<file path="src/include/arbiter_pkg.sv">
// Shared types and constants for the hold request and refresh arbiter.
// Assumes a single system clock domain; pin inputs arrive asynchronously.
package arbiter_pkg;

  // Width of the upper address bits driven from the page mapper
  localparam int PAGE_WIDTH = 7;
  // Width of the continuously running timer counters
  localparam int CNT_WIDTH = 16;
  // Nominal rate of the timer tick pin, for reference only
  localparam int TIMER_TICK_HZ = 1190000;

  // Refresh strobe stays low for this many system clock rising edges
  localparam int REFRESH_LOW_EDGES = 4;
  // Channel ready is checked at this rising edge of the strobe
  localparam int REFRESH_CHECK_EDGE = 3;
  localparam logic [2:0] REF_LAST_CNT = 3'(REFRESH_LOW_EDGES - 1);
  localparam logic [2:0] REF_CHECK_CNT = 3'(REFRESH_CHECK_EDGE - 1);
  localparam logic [2:0] REF_CNT_START = 3'h0;
  localparam logic [2:0] REF_CNT_STEP = 3'h1;

  // Asynchronous pin inputs, carried together through the synchroniser
  typedef struct packed {
    logic arbiter_reset;
    logic timer_tick_input;
    logic channel_ready;
    logic refresh_strobe_n_in;
    logic bus_master_takeover_n;
    logic cpu_int_ack_n;
    logic periph_mem_write_n;
  } async_pins_t;

  localparam async_pins_t PINS_IDLE = '{
    arbiter_reset: 1'b0,
    timer_tick_input: 1'b0,
    channel_ready: 1'b1,
    refresh_strobe_n_in: 1'b1,
    bus_master_takeover_n: 1'b1,
    cpu_int_ack_n: 1'b1,
    periph_mem_write_n: 1'b1
  };

  typedef enum logic [2:0] {
    ARB_IDLE = 3'h0,
    ARB_DMA_WAIT = 3'h1,
    ARB_DMA_GRANT = 3'h3,
    ARB_REF_WAIT = 3'h2,
    ARB_REF_LOW = 3'h6,
    ARB_REF_STRETCH = 3'h7
  } arb_mode_t;

  typedef struct packed {
    async_pins_t sync1;
    async_pins_t sync2;
    arb_mode_t mode;
    logic dma_phase;
    logic dma_req;
    logic timer1_prev;
    logic tick_prev;
    logic refresh_n_prev;
    logic int_ack_prev;
    logic refresh_pending;
    logic enabled;
    logic [2:0] edge_cnt;
    logic cpu_req;
    logic dma_ack;
    logic strobe_oe;
    logic [PAGE_WIDTH-1:0] upper_addr;
  } arb_state_t;

  localparam arb_state_t ARB_RESET = '{
    sync1: PINS_IDLE,
    sync2: PINS_IDLE,
    mode: ARB_IDLE,
    dma_phase: 1'b0,
    dma_req: 1'b0,
    timer1_prev: 1'b1,
    tick_prev: 1'b0,
    refresh_n_prev: 1'b1,
    int_ack_prev: 1'b1,
    refresh_pending: 1'b0,
    enabled: 1'b1,
    edge_cnt: 3'h0,
    cpu_req: 1'b0,
    dma_ack: 1'b0,
    strobe_oe: 1'b0,
    upper_addr: 7'h00
  };

  typedef struct packed {
    logic [CNT_WIDTH-1:0] count;
    logic out;
  } counter_state_t;

  localparam counter_state_t COUNTER_RESET = '{
    count: 16'h0000,
    out: 1'b1
  };

endpackage

</file>
<file path="src/rtl/tick_counter.sv">
// Free-running rate counter stepped by a one-cycle tick pulse.
// Assumes tick is already synchronous to clk_sys; reload should be >= 2.
`timescale 1ns/1ps
module tick_counter
  import arbiter_pkg::*;
(
  input wire logic clk_sys,
  input wire logic arst_n,
  input wire logic tick,
  input wire logic gate,
  input wire logic [CNT_WIDTH-1:0] reload,
  output logic out
);

  counter_state_t r;
  counter_state_t next_r;

  always_comb
  begin
    next_r = r;
    if (tick && gate)
    begin
      // Output dips low for one tick per period, so it rises once a period
      if (r.count <= CNT_WIDTH'(1))
      begin
        next_r.count = reload;
        next_r.out = 1'b0;
      end
      else
      begin
        next_r.count = r.count - CNT_WIDTH'(1);
        next_r.out = 1'b1;
      end
    end
  end

  always_ff @(posedge clk_sys or negedge arst_n)
  begin
    if (!arst_n)
      r <= COUNTER_RESET;
    else
      r <= next_r;
  end

  assign out = r.out;

endmodule

</file>
<file path="src/rtl/hold_request_refresh_arbiter.sv">
// Hold request arbiter between DMA controller 2 and periodic refresh.
// Assumes the DMA hold request and CPU bus grant are synchronous to
// clk_sys; all pins in the async bundle are synchronised here.
//
// Functional notes
// RULE_01: Requests come from DMA hold and timer 1.
// RULE_02: DMA sampled on rising, timer on falling phase.
// RULE_03: First captured request wins; other waits. (Code: in idle, DMA wins whenever both requests are pending.)
// RULE_04: Pending other source served without releasing bus.
// RULE_05: CPU request drops only when nobody requests.
// RULE_06: DMA grant waits for CPU bus grant.
// RULE_07: After DMA, refresh if pending, else release.
// RULE_08: Refresh waits for grant, then strobe low.
// RULE_09: Strobe low four edges, then released.
// RULE_10: DMA pending at fourth edge acknowledged next.
// RULE_11: Channel ready low at third edge stretches.
// RULE_12: Refresh pin is open drain, also input.
// RULE_13: Upper address driven only with grant, no takeover.
// RULE_14: Timers 0 and 1 always gated on.
// RULE_15: Refresh cycle drives refresh page address.
// RULE_16: DMA clock is system clock divided two.
// RULE_17: Active-high reset pin clears arbiter state.
// RULE_18: Memory write re-enables arbiter after int ack.
// RULE_19: Timer edge sets sticky pending refresh flag.
// RULE_20: Clocked state machine: idle, DMA, refresh.
`timescale 1ns/1ps
module hold_request_refresh_arbiter
  import arbiter_pkg::*;
#(
  parameter logic [CNT_WIDTH-1:0] TIMER0_RELOAD = 16'h0100,
  parameter logic [CNT_WIDTH-1:0] TIMER1_RELOAD = 16'h0012
)
(
  input wire logic clk_sys,
  input wire logic arst_n,
  input wire async_pins_t pins,
  input wire logic dma_hold_request,
  input wire logic cpu_bus_grant,
  input wire logic [PAGE_WIDTH-1:0] dma_page,
  input wire logic [PAGE_WIDTH-1:0] refresh_page,
  output logic dma_hold_ack,
  output logic cpu_bus_request,
  output logic refresh_strobe_n_out,
  output logic refresh_strobe_n_oe,
  output logic refresh_active,
  output logic [PAGE_WIDTH-1:0] upper_addr_out,
  output logic upper_addr_oe,
  output logic dma_half_clock,
  output logic timer0_out,
  output logic timer1_out
);

  arb_state_t r;
  arb_state_t next_r;
  async_pins_t s;
  logic tick_event;

  assign s = r.sync2;
  assign tick_event = s.timer_tick_input && !r.tick_prev;

  tick_counter u_timer0
  (
    .clk_sys(clk_sys),
    .arst_n(arst_n),
    .tick(tick_event),
    .gate(1'b1), // RULE_14
    .reload(TIMER0_RELOAD),
    .out(timer0_out)
  );

  tick_counter u_timer1
  (
    .clk_sys(clk_sys),
    .arst_n(arst_n),
    .tick(tick_event),
    .gate(1'b1), // RULE_14
    .reload(TIMER1_RELOAD),
    .out(timer1_out)
  );

  always_comb
  begin
    logic timer_event;
    logic ext_event;
    logic finish;
    logic in_refresh;
    timer_event = 1'b0;
    ext_event = 1'b0;
    finish = 1'b0;
    in_refresh = 1'b0;
    next_r = r;

    // Two-stage synchroniser for every pin input
    next_r.sync1 = pins;
    next_r.sync2 = r.sync1;
    next_r.tick_prev = s.timer_tick_input;

    next_r.dma_phase = !r.dma_phase; // RULE_16

    // DMA request on the rising phase, timer on the falling phase
    if (!r.dma_phase)
      next_r.dma_req = dma_hold_request; // RULE_02
    else
    begin
      next_r.timer1_prev = timer1_out;
      timer_event = timer1_out && !r.timer1_prev; // RULE_01 RULE_02
    end

    in_refresh = (r.mode == ARB_REF_LOW) || (r.mode == ARB_REF_STRETCH);

    // Outside refresh, a low on the shared strobe pin starts a refresh
    next_r.refresh_n_prev = s.refresh_strobe_n_in;
    ext_event = !s.refresh_strobe_n_in && r.refresh_n_prev &&
                !in_refresh && !r.strobe_oe; // RULE_12

    // Interrupt acknowledge freezes new arbitration until memory write
    next_r.int_ack_prev = s.cpu_int_ack_n;
    if (!s.cpu_int_ack_n && r.int_ack_prev)
      next_r.enabled = 1'b0;
    if (!s.periph_mem_write_n)
      next_r.enabled = 1'b1; // RULE_18

    case (r.mode)
      ARB_IDLE:
      begin
        next_r.cpu_req = 1'b0; // RULE_05
        if (r.enabled && r.dma_req)
        begin
          next_r.mode = ARB_DMA_WAIT; // RULE_03
          next_r.cpu_req = 1'b1; // RULE_06
        end
        else if (r.enabled && r.refresh_pending)
        begin
          next_r.mode = ARB_REF_WAIT; // RULE_03
          next_r.cpu_req = 1'b1; // RULE_08
        end
      end
      ARB_DMA_WAIT:
      begin
        if (!r.dma_req)
        begin
          // Request withdrawn before the grant came back
          if (r.refresh_pending)
            next_r.mode = ARB_REF_WAIT;
          else
          begin
            next_r.mode = ARB_IDLE;
            next_r.cpu_req = 1'b0; // RULE_05
          end
        end
        else if (cpu_bus_grant)
        begin
          next_r.mode = ARB_DMA_GRANT;
          next_r.dma_ack = 1'b1; // RULE_06
        end
      end
      ARB_DMA_GRANT:
      begin
        if (!r.dma_req)
        begin
          next_r.dma_ack = 1'b0;
          if (r.refresh_pending)
            next_r.mode = ARB_REF_WAIT; // RULE_04 RULE_07
          else
          begin
            next_r.mode = ARB_IDLE;
            next_r.cpu_req = 1'b0; // RULE_05 RULE_07
          end
        end
      end
      ARB_REF_WAIT:
      begin
        if (cpu_bus_grant)
        begin
          next_r.mode = ARB_REF_LOW;
          next_r.strobe_oe = 1'b1; // RULE_08
          next_r.edge_cnt = REF_CNT_START;
        end
      end
      ARB_REF_LOW:
      begin
        next_r.edge_cnt = r.edge_cnt + REF_CNT_STEP;
        if (r.edge_cnt == REF_CHECK_CNT && !s.channel_ready)
          next_r.mode = ARB_REF_STRETCH; // RULE_11
        else if (r.edge_cnt == REF_LAST_CNT)
          finish = 1'b1; // RULE_09
      end
      ARB_REF_STRETCH:
      begin
        if (s.channel_ready)
          finish = 1'b1; // RULE_11
      end
      default:
      begin
        next_r.mode = ARB_IDLE;
        next_r.cpu_req = 1'b0;
        next_r.dma_ack = 1'b0;
        next_r.strobe_oe = 1'b0;
      end
    endcase

    if (finish)
    begin
      next_r.strobe_oe = 1'b0; // RULE_09
      next_r.refresh_pending = 1'b0;
      if (r.dma_req)
      begin
        // Bus is still granted, so the DMA side is served at once
        next_r.mode = ARB_DMA_GRANT; // RULE_10 RULE_04
        next_r.dma_ack = 1'b1;
      end
      else
      begin
        next_r.mode = ARB_IDLE;
        next_r.cpu_req = 1'b0; // RULE_09 RULE_05
      end
    end

    // A new request in the clearing cycle is kept
    if (timer_event || ext_event)
      next_r.refresh_pending = 1'b1; // RULE_19

    // Refresh page leads the upper address during any refresh
    if (next_r.strobe_oe || !s.refresh_strobe_n_in)
      next_r.upper_addr = refresh_page; // RULE_15
    else
      next_r.upper_addr = dma_page;

    if (s.arbiter_reset)
    begin
      next_r.mode = ARB_IDLE; // RULE_17
      next_r.dma_req = 1'b0;
      next_r.refresh_pending = 1'b0;
      next_r.enabled = 1'b1;
      next_r.edge_cnt = REF_CNT_START;
      next_r.cpu_req = 1'b0;
      next_r.dma_ack = 1'b0;
      next_r.strobe_oe = 1'b0;
    end
  end

  always_ff @(posedge clk_sys or negedge arst_n)
  begin
    if (!arst_n)
      r <= ARB_RESET;
    else
      r <= next_r; // RULE_20
  end

  assign dma_hold_ack = r.dma_ack;
  assign cpu_bus_request = r.cpu_req;
  // Open drain: only ever pulls low, the pull-up restores high
  assign refresh_strobe_n_out = 1'b0; // RULE_12
  assign refresh_strobe_n_oe = r.strobe_oe;
  assign refresh_active = r.strobe_oe || !s.refresh_strobe_n_in;
  assign upper_addr_out = r.upper_addr;
  assign upper_addr_oe = cpu_bus_grant && s.bus_master_takeover_n; // RULE_13
  assign dma_half_clock = r.dma_phase;

endmodule

</file>
<file path="config.mk">
export PLATFORM = sky130hd
export DESIGN_NAME = hold_request_refresh_arbiter
export DESIGN_NICKNAME = d
export VERILOG_FILES = /design/src/include/arbiter_pkg.sv /design/src/rtl/tick_counter.sv /design/src/rtl/hold_request_refresh_arbiter.sv
export SDC_FILE = /design/constraint.sdc
export NUM_CORES = 1
export LEC_CHECK = 0
export ABC_AREA = 1
export BUFFER_PORTS_ARGS = -buffer_cell sky130_fd_sc_hd__clkbuf_2
export CAP_MARGIN = 20
export CORE_MARGIN = 4
export CORE_UTILIZATION = 53
export CTS_CLUSTER_DIAMETER = 50
export CTS_CLUSTER_SIZE = 16
export DETAILED_ROUTE_END_ITERATION = 8
export PLACE_DENSITY_LB_ADDON = 0.2
export SYNTH_ARGS = -nofsm -noshare
export SYNTH_HDL_FRONTEND = slang
export SYNTH_SLANG_ARGS = --single-unit
</file>
<file path="constraint.sdc">
create_clock -name clk_sys -period 3.47 [get_ports clk_sys]
set_input_delay 0.347 -clock clk_sys [delete_from_list [all_inputs] [get_ports clk_sys]]
set_output_delay 0.347 -clock clk_sys [all_outputs]
set_load 0.1 [all_outputs]
</file>
==> tab_implementation.tex <==
\begin{tabular}{lr}
\hline
Metric & Value \\
\hline
\multicolumn{2}{l}{\textbf{Floorplanning}} \\
\quad Die Wd & 91.9 um \\
\quad Top-level I/O count & between 40 and 50 \\
\quad Initial core utilization & 54.6\% \\
\quad Area of the die & 8450 um\^{}2 \\
\quad Die outline height & 91.9 um \\
\quad Core footprint & 6830 um\^{}2 \\
\quad Std-Cell Rows & 30 \\
\multicolumn{2}{l}{\textbf{Outcome}} \\
\quad Result of the run & complete, no violations \\
\multicolumn{2}{l}{\textbf{Drt}} \\
\quad Total via count after detailed routing & just under 3000 \\
\quad Highest signal layer in the routed design & met4 \\
\quad Drt pass-1 iters & 5 \\
\quad Final ANT Viol Nets & 0 \\
\quad Post-route met1 wirelength & 3250 um \\
\quad Average vias per placed instance & 4.95 \\
\quad Final routed DRC violation total & 0 \\
\quad Average wire length per cell after detail routing & 11.9 um \\
\quad Met2 routed WL & $\sim$3400 um \\
\quad Overall routed net length & 7090 um \\
\quad Sum of met3 wire segment lengths after detailed routing & 335 um \\
\quad Number of violations reported at the end of detailed-routing iteration 0 & 112 \\
\multicolumn{2}{l}{\textbf{Setup path}} \\
\quad Worst Reg-to-Reg Cells & 9 \\
\quad Nature of the critical path endpoint & flip-flop \\
\quad Reg2Reg Capture Point & u\_timer1.r[3]\$\_DFFE\_PN0P\_ \\
\quad Data arrival time of the worst path & 2.12 ns \\
\quad Flop2flop setup slack & 1.59 ns \\
\quad Largest driver fanout on the critical path & 12 \\
\quad Worst reg2reg startpoint & u\_timer1.r[1]\$\_DFFE\_PN0P\_ \\
\quad Required time of the worst setup path & approximately 3.7 ns \\
\quad Category of the critical setup timing path & flip-flop to flip-flop \\
\quad Type of element launching the critical path & flip-flop \\
\multicolumn{2}{l}{\textbf{Synthesis}} \\
\quad FFs w/ async S/R, synth & 100\% \\
\quad Post-synthesis instance area & 3730 um\^{}2 \\
\quad Gate Count Post-Synth & 454 \\
\quad Count of distinct cell types in the synthesized netlist & 38 \\
\quad Portion of the post-synthesis area used by sequential elements & approximately half \\
\quad Post-synthesis net count & 486 \\
\quad Total number of yosys warnings & 0 \\
\quad Total of flip-flops plus latches after synthesis & 72 \\
\quad Most used flip-flop cell after synthesis & sky130\_fd\_sc\_hd\_\_dfrtp\_1 \\
\quad EDFF count, synth & 0 \\
\quad Synthesized area per cell & 8.22 um\^{}2 \\
\multicolumn{2}{l}{\textbf{CTS}} \\
\quad Post-cts sizing count & 0 \\
\quad Clock transition at the register clock pins on the worst setup and hold paths after CTS & 0.08 ns \\
\quad Clock insertion delay at the later pin of the skew report & 0.34 ns \\
\quad Sinks on Clock Net & $\sim$70 \\
\quad TritonCTS clock tree & done \\
\quad Clock Tree Root & sky130\_fd\_sc\_hd\_\_clkbuf\_8 \\
\quad Maximum clock path buffer count & 2 \\
\quad Deepest level of the CTS H-tree & 3 \\
\quad Total clock buffers created by CTS & 9 \\
\multicolumn{2}{l}{\textbf{Hold path}} \\
\quad Source of the worst hold timing path & pins[2] \\
\quad Hold Path Class & primary input to flip-flop \\
\quad Cell depth of the worst min-delay path & 1 \\
\quad Worst Hold End & next\_r[26]\$\_DFF\_PN1\_ \\
\multicolumn{2}{l}{\textbf{Global route}} \\
\quad First-pass GRT wire length & 12200 um \\
\quad Pin count of the biggest net entering global routing & 30 \\
\quad Total gr overflow & 0 \\
\quad Antenna violations before repair & 0 \\
\quad Via count of the first global-routing pass & 2781 \\
\quad Global router's overall resource usage & $\sim$18\% \\
\multicolumn{2}{l}{\textbf{STA}} \\
\quad Achievable clock frequency & 533 MHz \\
\quad Pins over their slew limit & 0 \\
\quad Clock tree skew after final layout & 0.00872 ns \\
\quad Final Cycle Share & a little over half \\
\quad Final Hold Vio Count & 0 \\
\quad Worst max-slew margin expressed relative to the limit & 63.7\% \\
\quad Post-layout minimum cycle time & 1.88 ns \\
\quad TNS Setup & 0 ns \\
\quad Pin slew with the least headroom to its limit & 0.544 ns \\
\quad \# setup viols final & 0 \\
\quad Setup repair after global routing missed its margin & no \\
\multicolumn{2}{l}{\textbf{Flow run}} \\
\quad Number of violations of the max-capacitance limit & 0 \\
\multicolumn{2}{l}{\textbf{Power and ir drop}} \\
\quad Leakage power of the design & 2.11 nW \\
\quad PD cells & 715 nW/um\^{}2 \\
\quad Peak ir drop on the vdd network & between 0.3 and 0.4 mV \\
\multicolumn{2}{l}{\textbf{Layout}} \\
\quad Area growth from synthesis to layout & 11.6\% \\
\quad Final Cell Area & 4170 um\^{}2 \\
\quad Top library cells by usage in the layout, fill and taps aside & 107 x sky130\_fd\_sc\_hd\_\_nand2\_1, 65 x sky130\_fd\_sc\_hd\_\_nor2\_1, 56 x sky130\_fd\_sc\_hd\_\_dfrtp\_1, 54 x sky130\_fd\_sc\_hd\_\_inv\_1 \\
\quad Util after Layout & 61.0\% \\
\quad Antenna cell count & 0 \\
\quad Number of nets in the layout & 525 \\
\quad Layout cell share with drive strength beyond 1 & around a fifth \\
\quad Leading cell type in the layout, fill and taps excluded & sky130\_fd\_sc\_hd\_\_nand2\_1 \\
\multicolumn{2}{l}{\textbf{Placement}} \\
\quad Post-DP HPWL & 5210 um \\
\quad Instance area after placement & 3960 um\^{}2 \\
\quad Routability-driven placement congestion ratio & approximately 0.9 \\
\quad PortBufs & 39 \\
\hline
\end{tabular}
where the power goes:
group / internal (mW) / switching (mW)
registers: 1.04 / 0.183
clock network: 0.332 / 0.328
logic: 0.316 / 0.781
total: 1.69 / 1.29
worst max-delay path: stages, from the launching register on:
cell and delay [ns]:
sky130_fd_sc_hd__dfrtp_1 0.40, sky130_fd_sc_hd__inv_1 0.12, sky130_fd_sc_hd__ha_1 0.22, sky130_fd_sc_hd__o21ai_0 0.09, sky130_fd_sc_hd__nor2_1 0.11, sky130_fd_sc_hd__nand3_1 0.14
sky130_fd_sc_hd__nor2_2 0.46, sky130_fd_sc_hd__inv_2 0.08, sky130_fd_sc_hd__o21ai_1 0.09, sky130_fd_sc_hd__inv_1 0.05
metrics by stage:
step / instances / hold slack [ns] / setup WS (ns) / power [mW]
6_report: 594 / 0.0775 / 1.59 / 2.98
5_1_grt: 594 / 0.0665 / 1.39 / 3.19
4_1_cts: 594 / 0.0648 / 1.60 / 3.00
3_5_place_dp: 577 / 0.338 / 1.62 / 2.33
3_3_place_gp: 577 / 0.326 / 1.68 / 2.30
2_1_floorplan: 454 / 0.0514 / 1.38 / 2.14
cell usage after synthesis (all sizes together) (2+ instances only):
| master | count | area share [%] |
|---|---|---|
| nand3 | 41 | 6.1 |
| xor2 | 11 | 2.6 |
| dfrtp | 56 | 38 |
| xnor2 | 3 | 0.70 |
| and2 | 2 | 0.34 |
| nand2 | 113 | 12 |
| inv | 59 | 5.9 |
| buf | 15 | 2.9 |
| nand4 | 5 | 0.84 |
| a21oi | 11 | 1.6 |
| and3 | 2 | 0.34 |
| o21ai | 17 | 2.6 |
| nor2 | 77 | 9.5 |
| dfstp | 16 | 11 |
| ha | 7 | 2.3 |
| o211ai | 2 | 0.40 |
| nor3 | 10 | 1.7 |
final cells by class:
| cell class | count | area (um^2) |
|---|---|---|
| clock buffers | 9 | 124 |
| clock inverters | 7 | 71.3 |
| fillers | 641 | 2670 |
| inverters | 59 | 221 |
| multi-input cells | 308 | 1580 |
| flip-flops and latches | 72 | 1820 |
| well taps | 96 | 120 |
| repair buffers | 43 | 228 |
timing repair:
action,CTS,global route
buffers inserted,0,0
hold buffers,1,0
endpoints found under the hold margin,9,0
how the worst max path moves through the flow:
stage | from | endpoint | cells past startpoint
after floorplan | refresh_strobe_n_oe$_DFF_PN0_ | refresh_active | 2
after CTS | u_timer1.r[1]$_DFFE_PN0P_ | u_timer1.r[3]$_DFFE_PN0P_ | 9
after global routing | u_timer1.r[1]$_DFFE_PN0P_ | u_timer1.r[3]$_DFFE_PN0P_ | 9
after global placement | r[17]$_DFF_PN0_ | u_timer0.r[7]$_DFFE_PN0P_ | 8
final | u_timer1.r[1]$_DFFE_PN0P_ | u_timer1.r[3]$_DFFE_PN0P_ | 9
after detailed placement | u_timer1.r[1]$_DFFE_PN0P_ | u_timer1.r[3]$_DFFE_PN0P_ | 9
state kept, by name, summed over array words and instances (netlist names):
signal	cells
cpu_bus_request	1
dma_half_clock	1
dma_hold_ack	1
next_r	10
r	17
refresh_strobe_n_oe	1
u_timer0.out	1
u_timer0.r	16
u_timer1.out	1
u_timer1.r	16
upper_addr_out	7
cells by family after synthesis:
logic type                 synth area share [%]
AOI/OAI and AO/OA                          5.74
xor gates and xnor gates                   3.29
adders and majority gates                  2.35
buffers and inverters                      8.85
DFF                                        48.8
other                                     0.101
and+or+nand+nor                            30.9
metal layers:
layer | up-vias | GRT usage, %
met5 | - | 0
met4 | 0 | 8.04
met3 | 8 | 3.45
met2 | 73 | 28.2
met1 | 1367 | 23.5
li1 | 1491 | -
(Power assumes the default switching activity.)
